**config.mk**
```make
export PLATFORM = sky130hd
export DESIGN_NAME = nfc_cmd_frontend
export DESIGN_NICKNAME = d
export VERILOG_FILES = /design/src/common/nfc_fe_pkg.sv /design/src/common/reply_if.sv /design/src/hw/nfc_cmd_frontend.sv /design/src/hw/reply_framer.sv
export SDC_FILE = /design/constraint.sdc
export NUM_CORES = 1
export LEC_CHECK = 0
export BUFFER_PORTS_ARGS = -buffer_cell sky130_fd_sc_hd__buf_2
export CORE_MARGIN = 1.5
export CORE_UTILIZATION = 64
export DETAILED_ROUTE_END_ITERATION = 8
export PLACE_DENSITY = 0.92
export SYNTH_ARGS = -nofsm -noshare
export SYNTH_HDL_FRONTEND = slang
export SYNTH_SLANG_ARGS = --single-unit
export TNS_END_PERCENT = 30
```
**constraint.sdc**
```tcl
create_clock -name i_clk -period 9.27 [get_ports i_clk]
set_clock_uncertainty 0.1 [all_clocks]
set_input_delay 1.3905 -clock i_clk [delete_from_list [all_inputs] [get_ports i_clk]]
set_output_delay 1.3905 -clock i_clk [all_outputs]
set_load 0.02 [all_outputs]
```
**src/common/nfc_fe_pkg.sv**
```systemverilog
// Purpose: Shared constants, types and decode helpers of the tag command front end.
// Assumes: A 10 MHz system clock and the 13.56 MHz carrier rate for link timing.
// Notes:   Counts are derived from times so a clock change needs one edit.
`default_nettype none
package nfc_fe_pkg;
    localparam logic [7:0] OP_REQ         = 8'h26;
    localparam logic [7:0] OP_WAKE        = 8'h52;
    localparam logic [7:0] OP_CL1         = 8'h93;
    localparam logic [7:0] OP_CL2         = 8'h95;
    localparam logic [7:0] ARG_ANTICOLL   = 8'h20;
    localparam logic [7:0] ARG_SELECT     = 8'h70;
    localparam logic [7:0] OP_HALT        = 8'h50;
    localparam logic [7:0] ARG_HALT       = 8'h00;
    localparam logic [7:0] OP_VERSION     = 8'h60;
    localparam logic [7:0] OP_READ        = 8'h30;
    localparam logic [7:0] OP_BURST_READ  = 8'h3a;
    localparam logic [7:0] OP_WRITE       = 8'ha2;
    localparam logic [7:0] OP_BURST_WRITE = 8'ha6;
    localparam logic [7:0] OP_SECTOR      = 8'hc2;
    localparam logic [7:0] OP_PWD         = 8'h1b;
    localparam logic [7:0] OP_SIG         = 8'h3c;

    localparam logic [3:0] NIB_ACK        = 4'ha;
    localparam logic [3:0] NIB_ARG        = 4'h0;
    localparam logic [3:0] NIB_CRC        = 4'h1;
    localparam logic [3:0] NIB_ARB        = 4'h3;
    localparam logic [3:0] NIB_PWD_LIMIT  = 4'h4;
    localparam logic [3:0] NIB_NVM        = 4'h7;

    localparam int unsigned CLK_KHZ       = 10000;
    localparam int unsigned FC_KHZ        = 13560;
    localparam int unsigned FDT_N         = 9;
    localparam int unsigned FDT_CYC       = ((FDT_N * 128 + 84) * CLK_KHZ + FC_KHZ - 1) / FC_KHZ;
    localparam int unsigned BIT_CYC       = (128 * CLK_KHZ) / FC_KHZ;
    localparam int unsigned TIMEOUT_US    = 5000;
    localparam int unsigned TIMEOUT_CYC   = TIMEOUT_US * CLK_KHZ / 1000;
    localparam int unsigned READER_GAP_US = 87;
    localparam int unsigned FRAME_BITS    = 6;

    typedef enum logic [2:0] {S_IDLE, S_READY1, S_READY2, S_ACTIVE, S_HALT} iso_t;
    typedef enum logic [1:0] {P_RX, P_WAIT, P_TX} phase_t;
    typedef enum logic [3:0] {
        C_NONE, C_REQ, C_WAKE, C_AC1, C_SEL1, C_AC2, C_SEL2, C_HALT, C_VERSION,
        C_READ, C_BURST_READ, C_WRITE, C_BURST_WRITE, C_SECTOR, C_PWD, C_SIG
    } cmd_t;

    function automatic cmd_t decode_cmd(input logic       short_f,
                                        input logic [7:0] b0,
                                        input logic [7:0] b1,
                                        input logic [1:0] nb);
        cmd_t c;
        c = C_NONE;
        if (short_f) begin
            if ({1'b0, b0[6:0]} == OP_REQ) c = C_REQ;
            else if ({1'b0, b0[6:0]} == OP_WAKE) c = C_WAKE;
        end else begin
            case (b0)
                OP_CL1: c = (b1 == ARG_ANTICOLL) ? C_AC1 : ((b1 == ARG_SELECT) ? C_SEL1 : C_NONE);
                OP_CL2: c = (b1 == ARG_ANTICOLL) ? C_AC2 : ((b1 == ARG_SELECT) ? C_SEL2 : C_NONE);
                OP_HALT: c = (nb >= 2'd2 && b1 == ARG_HALT) ? C_HALT : C_NONE;
                OP_VERSION: c = C_VERSION;
                OP_READ: c = C_READ;
                OP_BURST_READ: c = C_BURST_READ;
                OP_WRITE: c = C_WRITE;
                OP_BURST_WRITE: c = C_BURST_WRITE;
                OP_SECTOR: c = C_SECTOR;
                OP_PWD: c = C_PWD;
                OP_SIG: c = C_SIG;
                default: c = C_NONE;
            endcase
        end
        return c;
    endfunction

    function automatic logic is_tag_cmd(input cmd_t c);
        return c >= C_VERSION;
    endfunction
endpackage
`default_nettype wire

```
**src/common/reply_if.sv**
```systemverilog
// Purpose: Carries a nibble reply from the command decoder to the reply framer.
// Assumes: Both ends share one clock.
// Notes:   Start is a one-cycle pulse; busy stays high for the whole frame.
`timescale 1ns/1ps
`default_nettype none
interface reply_if;
    logic       start;
    logic [3:0] code;
    logic       busy;
    modport src (output start, output code, input busy);
    modport snk (input start, input code, output busy);
endinterface
`default_nettype wire

```
**src/hw/nfc_cmd_frontend.sv**
```systemverilog
// Purpose: Contactless command front end: activation states, opcode decode, nibble replies.
// Assumes: Received bytes, parity and CRC checks come from a demodulator on i_clk.
// Notes:   Data replies are only requested here; another block builds their payload.
`timescale 1ns/1ps
`default_nettype none
module nfc_cmd_frontend
    import nfc_fe_pkg::*;
#(
    parameter int unsigned TIMEOUT_LIMIT = TIMEOUT_CYC
) (
    input  wire logic       i_clk,
    input  wire logic       i_rst_n,
    input  wire logic       i_ce,
    input  wire logic       i_rx_valid,
    input  wire logic [7:0] i_rx_data,
    input  wire logic       i_rx_short,
    input  wire logic       i_rx_par_err,
    input  wire logic       i_rx_end,
    input  wire logic       i_rx_crc_err,
    input  wire logic       i_uid_match,
    input  wire logic       i_arb_host,
    input  wire logic       i_arg_bad,
    input  wire logic [2:0] i_pwd_max,
    input  wire logic       i_nvm_done,
    input  wire logic       i_nvm_fail,
    output logic            o_rx_ready,
    output logic [2:0]      o_iso_state,
    output logic [3:0]      o_cmd,
    output logic [7:0]      o_arg,
    output logic            o_data_req,
    output logic            o_nvm_start,
    output logic            o_tx_bit,
    output logic            o_tx_active
);
    typedef struct packed {
        iso_t        st;
        logic        halted;
        phase_t      ph;
        logic [7:0]  b0;
        logic [7:0]  b1;
        logic [1:0]  nb;
        logic        short_f;
        logic        err;
        logic [15:0] cnt;
        cmd_t        cmd;
        logic        nib;
        logic        pend_nvm;
        logic [3:0]  code;
        logic        send;
        logic        data_req;
        logic        nvm_start;
        logic [2:0]  pwd_fails;
    } fe_t;

    fe_t  r;
    fe_t  n;
    cmd_t cmd;
    logic bad_frame;
    logic fr_end;

    reply_if rif ();

    assign cmd       = decode_cmd(r.short_f, r.b0, r.b1, r.nb);
    assign bad_frame = r.err | i_rx_crc_err;
    assign fr_end    = i_ce & i_rx_end & (r.ph == P_RX);

    always_comb begin
        n           = r;
        n.send      = 1'b0;
        n.data_req  = 1'b0;
        n.nvm_start = 1'b0;
        case (r.ph)
            P_RX: begin
                if (i_rx_valid) begin
                    if (r.nb == 2'd0) n.b0 = i_rx_data;
                    if (r.nb == 2'd1) n.b1 = i_rx_data;
                    if (r.nb != 2'd3) n.nb = r.nb + 2'd1;
                    n.short_f = i_rx_short;
                    n.err     = r.err | i_rx_par_err;
                end
                if (i_rx_end) begin
                    n.nb      = 2'd0;
                    n.err     = 1'b0;
                    n.short_f = 1'b0;
                    n.cnt     = 16'd0;
                    n.cmd     = cmd;
                    n.nib     = 1'b0;
                    case (r.st)
                        S_IDLE, S_HALT: begin
                            // A halted tag answers only the wake-up frame; tag opcodes drop.
                            if (!bad_frame && (cmd == C_WAKE ||
                                               (cmd == C_REQ && r.st == S_IDLE))) begin
                                n.halted = (r.st == S_HALT);
                                n.st     = S_READY1;
                                n.ph     = P_WAIT;
                            end
                        end
                        S_READY1: begin
                            if (!bad_frame && cmd == C_AC1) begin
                                n.ph = P_WAIT;
                            end else if (!bad_frame && cmd == C_SEL1 && i_uid_match) begin
                                n.st = S_READY2;
                                n.ph = P_WAIT;
                            end else begin
                                n.st = r.halted ? S_HALT : S_IDLE;
                            end
                        end
                        S_READY2: begin
                            if (!bad_frame && cmd == C_AC2) begin
                                n.ph = P_WAIT;
                            end else if (!bad_frame && cmd == C_SEL2 && i_uid_match) begin
                                n.st = S_ACTIVE;
                                n.ph = P_WAIT;
                            end else begin
                                n.st = r.halted ? S_HALT : S_IDLE;
                            end
                        end
                        S_ACTIVE: begin
                            n.ph  = P_WAIT;
                            n.nib = 1'b1;
                            if (bad_frame) begin
                                n.code = NIB_CRC;
                            end else if (cmd == C_HALT) begin
                                n.st     = S_HALT;
                                n.halted = 1'b1;
                                n.ph     = P_RX;
                            end else if (!is_tag_cmd(cmd)) begin
                                // Anything else leaves the selected state without a reply.
                                n.st = r.halted ? S_HALT : S_IDLE;
                                n.ph = P_RX;
                            end else if (i_arb_host) begin
                                n.code = NIB_ARB;
                            end else if (cmd == C_PWD && i_pwd_max != 3'd0 &&
                                         r.pwd_fails >= i_pwd_max) begin
                                n.code = NIB_PWD_LIMIT;
                            end else if (i_arg_bad) begin
                                n.code = NIB_ARG;
                                if (cmd == C_PWD && r.pwd_fails != 3'd7) begin
                                    n.pwd_fails = r.pwd_fails + 3'd1;
                                end
                            end else if (cmd == C_WRITE || cmd == C_BURST_WRITE) begin
                                n.pend_nvm  = 1'b1;
                                n.nvm_start = 1'b1;
                            end else if (cmd == C_SECTOR) begin
                                n.code = NIB_ACK;
                            end else begin
                                n.nib = 1'b0;
                                if (cmd == C_PWD) n.pwd_fails = 3'd0;
                            end
                        end
                        default: n.st = S_IDLE;
                    endcase
                end
            end
            P_WAIT: begin
                // The delay counts from the end of the reader frame.
                if (r.cnt != 16'hffff) n.cnt = r.cnt + 16'd1;
                if (r.pend_nvm && i_nvm_done) begin
                    n.pend_nvm = 1'b0;
                    n.code     = i_nvm_fail ? NIB_NVM : NIB_ACK;
                end
                if (r.cnt >= 16'(TIMEOUT_LIMIT - 1)) begin
                    // A write that outlives the time-out is answered by silence.
                    n.pend_nvm = 1'b0;
                    n.ph       = P_RX;
                end else if (!r.pend_nvm && r.cnt >= 16'(FDT_CYC - 1)) begin
                    if (r.nib) begin
                        n.send = 1'b1;
                        n.ph   = P_TX;
                    end else begin
                        n.data_req = 1'b1;
                        n.ph       = P_RX;
                    end
                end
            end
            P_TX: begin
                if (!r.send && !rif.busy) n.ph = P_RX;
            end
            default: n.ph = P_RX;
        endcase
    end

    // All-zero reset is idle, listening, with nothing pending.
    always_ff @(posedge i_clk or negedge i_rst_n) begin
        if (!i_rst_n) begin
            r <= '0;
        end else if (i_ce) begin
            r <= n;
        end
    end

    assign rif.start   = r.send;
    assign rif.code    = r.code;
    assign o_rx_ready  = (r.ph == P_RX);
    assign o_iso_state = r.st;
    assign o_cmd       = r.cmd;
    assign o_arg       = r.b1;
    assign o_data_req  = r.data_req;
    assign o_nvm_start = r.nvm_start;

    reply_framer u_framer (
        .i_clk       (i_clk),
        .i_rst_n     (i_rst_n),
        .i_ce        (i_ce),
        .rif         (rif),
        .o_tx_bit    (o_tx_bit),
        .o_tx_active (o_tx_active)
    );

    localparam int FDT_M1 = FDT_CYC - 1;
endmodule
`default_nettype wire

```
**src/hw/reply_framer.sv**
```systemverilog
// Purpose: Serialises a 4-bit reply as start bit, four code bits and a quiet bit.
// Assumes: One bit period is BIT_CYC system clocks, 128 carrier cycles rounded down to whole clocks.
// Notes:   Code bits leave least significant first.
`timescale 1ns/1ps
`default_nettype none
module reply_framer
    import nfc_fe_pkg::*;
(
    input  wire logic i_clk,
    input  wire logic i_rst_n,
    input  wire logic i_ce,
    reply_if.snk      rif,
    output logic      o_tx_bit,
    output logic      o_tx_active
);
    typedef struct packed {
        logic       active;
        logic [2:0] idx;
        logic [6:0] bcnt;
        logic [5:0] sh;
    } frm_t;

    frm_t r;
    frm_t n;

    always_comb begin
        n = r;
        if (!r.active) begin
            if (rif.start) begin
                n.active = 1'b1;
                n.idx    = 3'd0;
                n.bcnt   = 7'd0;
                n.sh     = {1'b0, rif.code, 1'b1};
            end
        end else if (r.bcnt == 7'(BIT_CYC - 1)) begin
            n.bcnt = 7'd0;
            if (r.idx == 3'(FRAME_BITS - 1)) begin
                n.active = 1'b0;
            end else begin
                n.idx = r.idx + 3'd1;
                n.sh  = {1'b0, r.sh[5:1]};
            end
        end else begin
            n.bcnt = r.bcnt + 7'd1;
        end
    end

    always_ff @(posedge i_clk or negedge i_rst_n) begin
        if (!i_rst_n) begin
            r <= '0;
        end else if (i_ce) begin
            r <= n;
        end
    end

    assign o_tx_bit    = r.active & r.sh[0];
    assign o_tx_active = r.active;
    assign rif.busy    = r.active;
endmodule
`default_nettype wire

```
# Word-level counts from Yosys, hierarchy flattened
# Index checks and enable logic that the tools add are counted.
[totals]
out_inout_bits = 20
regBits = 75
[classes]
n_lt_le_gt_ge = 5
mux = 87
addsub = 5
bitwise = 7
n_eq_ne = 71
reduce_logical = 47
[ops]
columns = ["cell", "count"]
rows = [
  ["4-bit two-way mux", 18],
  ["3-bit two-way mux", 18],
  ["4-bit one-hot mux with 11 select lines", 1],
  ["6-bit two-way mux", 7],
  ["8-bit equality test (second input constant)", 5],
  ["2-bit two-way mux", 19],
  ["2-bit != test (second input constant)", 19],
  ["17-bit two-way mux", 2],
  ["8-bit by 6-bit equality test with 1-bit output (second input constant)", 4],
  ["16-bit one-hot mux with 2 select lines", 1],
  ["30-bit two-way mux", 1],
  ["8-bit by 7-bit equality test with 1-bit output (second input constant)", 3],
  ["4-bit AND reduction", 5],
  ["3-bit != test (second input constant)", 6],
  ["16-bit by 1-bit adder with 16-bit output (second input constant)", 1],
  ["4-bit by 3-bit equality test with 1-bit output (second input constant)", 4],
  ["4-bit equality test (second input constant)", 4],
  ["16-bit by 10-bit >= comparator with 1-bit output (second input constant)", 1],
  ["16-bit >= comparator (second input constant)", 1],
  ["16-bit two-way mux", 1],
  ["16-bit != test (second input constant)", 1],
  ["8-bit AND reduction", 2],
  ["1-bit logical AND", 15],
  ["7-bit equality test (second input constant)", 2],
  ["other kinds (46)", 81],
]

# Longest topological paths before layout
[depth]
depth_word = 18
depth_mapped = 12

# By module
# A second synthesis with hierarchy kept.
[unflattened]
cells_unflattened = 535
hier_area_um2 = 4794.6
[modules_own_cells]
columns = ["module", "n_inst", "area_each_um2", "cells_each"]
rows = [
  ["nfc_cmd_frontend", 1, 3781.1, 425],
  ["reply_framer", 1, 1013.5, 110],
]

# Least setup slack after synthesis
# OpenSTA, ideal clock, no wires.
[synth_timing]
path_type = "input -> register"
from = "input i_rx_crc_err"
to = "register r (netlist bit o_iso_state[0])"
t_arrival_ns = 3.097
setup_time_ns = 0.128
path_buffers = 0
slack_ns = 5.946
cell_stages = 7
path_cell_list = "nor2_1 > nand3_1 > o21ai_1 > and4b_4 > a2111oi_4 > a2111oi_4 > mux2_1"
[synth_via]
elab_chain_cells = 7
[synth_rtl]
columns = ["element", "line_no", "text"]
rows = [
  ["start: declaration", "nfc_cmd_frontend.sv:19", "input wire logic i_rx_crc_err,"],
  ["1-bit bitwise OR (*)", "nfc_cmd_frontend.sv:64", "assign bad_frame = r.err | i_rx_crc_err;"],
  ["1-bit zero test", "--", ""],
  ["1-bit logical AND, on equally long branches (2 in a row)", "nfc_cmd_frontend.sv:111, nfc_cmd_frontend.sv:101", ""],
  ["3-bit two-way mux, on equally long branches", "nfc_cmd_frontend.sv:111, nfc_cmd_frontend.sv:101", ""],
  ["3-bit two-way mux, on equally long branches", "nfc_cmd_frontend.sv:109, nfc_cmd_frontend.sv:99", ""],
  ["3-bit one-hot mux with 4 select lines", "nfc_cmd_frontend.sv:88", "case (r.st)"],
  ["end signal: assignment", "nfc_cmd_frontend.sv:188", "r <= n;"],
  ["end: declaration", "nfc_cmd_frontend.sv:55", "fe_t r;"],
]
# Mark *: on every way between the ends. The rest lies on a longest branch, timed or not. The select of a mux whose other input is x is not followed.
# A chain may end at the register's enable or synchronous reset.

# Worst setup path in the final report
[layout_timing]
from = "register r[48] (netlist bit)"
to = "register r (netlist bit o_iso_state[0])"
[layout_via]
elab_chain_cells = 10
[layout_rtl]
columns = ["element", "line_no", "text"]
rows = [
  ["branches (longest 3 deep; another with 4-bit one-hot mux with 11 select lines)", "--", ""],
  ["4-bit two-way mux (*)", "nfc_fe_pkg.sv:53", "if (short_f) begin"],
  ["branches (longest 6 deep; another with 4-bit >= comparator)", "--", ""],
]
# Mark *: on every way between the ends. The select of a mux whose other input is x is not followed.

==> out/results.ini <==
[clocking]
cts_resized=0
worstSkewPairLatency_ns=0.35
cts_root_buf=clkbuf_8
numCtsBuffers=9
cts_setup_buffers=0
htreeDepth=3
cts_max_path_buffers=2
cts_tree=yes
holdBufCountCts=0
clk_pin_slew_ns=0.08
clock-sinks=74

[synth]
yosys.area.top_type=dfrtp_1
async_flop_share=1.00
netlist_area_sq_um=4620
ys_types=74
syn_inst=494
synth_edf_count=0
synthFlopType=dfrtp_1
synth-seq-area-share=0.401
yosys-top-cells-area=dfrtp_1, mux2_2, nand2_1, ha_1, nor2_1
synth_nets=532
yosysWarnings=0
synth.avg_cell_area_sq_um=9.35
synth_top_area_frac=0.401
ys_seq_elements=74

[setup_path]
slowest_stage=dfrtp_1
cp_slowest_stage_delay_ns=0.60
ff2ff_setup_slack_ns=5.71
critPathMostFrequentCell=a2111oi_4
rr_endpoint=o_iso_state[0]
r2r-start=r[48]
crit_chain=or2b_1 > nor4_1 > nand3_1 > or4bb_4 > o311a_4 > and4b_4 > a2111oi_4 > a2111oi_4 > mux2_1
startpoint_type=flop
end_kind=flop
ff2ff_path_depth=9
critical_path_class=reg2reg
crit_arrival_ns=3.70
crit_required_ns=9.41
path_max_fanout=14

[sta]
relSlewSlack=0.378
finalSetupTns_ns=0
fmax_ghz=0.281
hold_violations=0
fin_crit_sh=0.384
rsz0062_at_grt=no
period_minus_slack_ns=3.56
setup_viol=0
final_max_slew_viol_count=0
tightestPinTransition_ns=0.933

[detailed_routing]
drc=0
viasPerCell=6.30
ant_nets=0
route.final.wire_length_mm=10.6
routed_wire_length_per_instance_um=17.1
route.vias.total=3899
drtIter0Drc=360
dr.pass1.iters=5

[final_layout]
nets=556
final_cells=619
syn2layout_area_growth_pct=8.64
drive_above_1_share=0.191
final_cell_mix=dfrtp_1, nand2_1, nor2_1
diodes=0
layout_commonest_cell=dfrtp_1

[floorplan]
initial_utilization=0.672
io_pins=44
fp.dieH_um=87.9
core_area_sq_um=6870
fp-row-count=30
die_w_um=87.9
die_area_sq_um=7730

[placement]
port_buffers=43
dp_cells=603
gp_congestion=0.930
hpwl_mm=7.25

[grt]
grt_overflow_total=0
gr-usage-met2=0.452
grt_antenna_before_repair=0
use_met3=0.0679
grt_pass1_wl_mm=17.2
grt_usage=0.288
use_met1=0.378
grt_pass1_vias=3730
busiest_layer=met2
grt_max_degree=75

[run_status]
status=finished clean

[run]
cap_violations=0

[power]
ir_drop_mv=0.190
p_leak_nw=2.20
power_per_cell_area_nw_per_um2=243

[worst_hold_path]
hold_end=o_cmd[1]
hold_path_class=reg2reg
hp-start=o_cmd[1]
min_path_cells=2

[where the power goes]
| part | switching, mW | internal [mW] | leakage (nW) |
|---|---|---|---|
| clock network | 0.128 | 0.187 | 0.127 |
| logic | 0.217 | 0.165 | 1.11 |
| registers | 0.126 | 0.395 | 0.964 |
| total | 0.471 | 0.747 | 2.20 |
[cell usage after synthesis, types with 4 or more instances]
master and number:
o41ai_1 4, ha_1 14, xor2_1 14, or3_1 6
nand4_1 8, a21oi_1 16, nand2b_1 9, and3_1 8
nor3_1 7, clkbuf_1 7, nor3b_1 4, nor4_1 6
nor2_1 45, or2_2 4, buf_2 4, a31oi_1 4
o21ai_0 25, mux2_2 20, o31ai_1 8, nor2b_1 5
inv_1 23, xnor2_1 5, a21o_1 4, dfrtp_1 74
nand4b_1 7, buf_4 18, nand2_1 47, nand3_1 29
[registers in the layout (all words and copies together) (netlist names)]
register              count
o_nvm_start               1
o_arg                     8
o_iso_state               3
r                        36
rif.start                 1
rif.code                  4
o_cmd                     4
u_framer.o_tx_active      1
o_data_req                1
u_framer.r               15
[critical path, delay by kind of cell (launching register included)]
family / cells / cell delay, ns
flip-flops: 1 / 0.60
AND/OR/NAND/NOR: 5 / 1.69
AO/OA/AOI/OAI: 3 / 0.71
multiplexers: 1 / 0.36
[metrics by stage]
| stage | setup slack, ns | instance area, sq um | power (mW) | hold slack [ns] | utilization |
|---|---|---|---|---|---|
| 3_3_place_gp | 5.73 | 4770 | 0.878 | 0.358 | 0.694 |
| 6_report | 5.71 | 5020 | 1.22 | 0.382 | 0.730 |
| 2_1_floorplan | 5.95 | 4620 | 0.828 | 0.342 | - |
| 3_5_place_dp | 5.68 | 4770 | 0.895 | 0.368 | 0.694 |
| 5_1_grt | 5.47 | 5020 | 1.28 | 0.426 | 0.730 |
| 4_1_cts | 5.75 | 5020 | 1.21 | 0.388 | 0.730 |
[worst max path at each step]
stage,startpoint,end,slack (ns)
floorplan,i_rx_crc_err,o_iso_state[0],5.95
global placement,i_rx_crc_err,o_iso_state[0],5.73
detailed placement,i_rx_crc_err,o_iso_state[0],5.68
CTS,r[48],o_iso_state[0],5.75
global route,r[48],o_iso_state[0],5.47
finish,r[48],o_iso_state[0],5.71
[kinds of logic (layout without fill, tap and decap cells)]
family                     after synthesis  in the layout  synth area share
buffers and inverters                   55             84            0.0623
and+or+nand+nor                        210            210             0.246
adders and majority gates               14             14            0.0379
DFF                                     74             74             0.401
muxes                                   23             23            0.0558
AOI/OAI and AO/OA                       99             99             0.161
xor gates and xnor gates                19             19            0.0360
[metal layers]
layer / share of wire / vias to the layer above
met4: 0.029 / 0
li1: - / 1829
met5: 0 / -
met1: 0.43 / 1900
met3: 0.063 / 29
met2: 0.47 / 141
[cell type report]
cell class	count	area [sq um]
inverters	23	86.3
clock buffers	10	138
clock inverters	6	113
flip-flops and latches	74	1850
multi-input cells	365	2480
well taps	96	120
repair buffers	45	230
fillers	517	1850
Power figures use the tool's default switching activity.
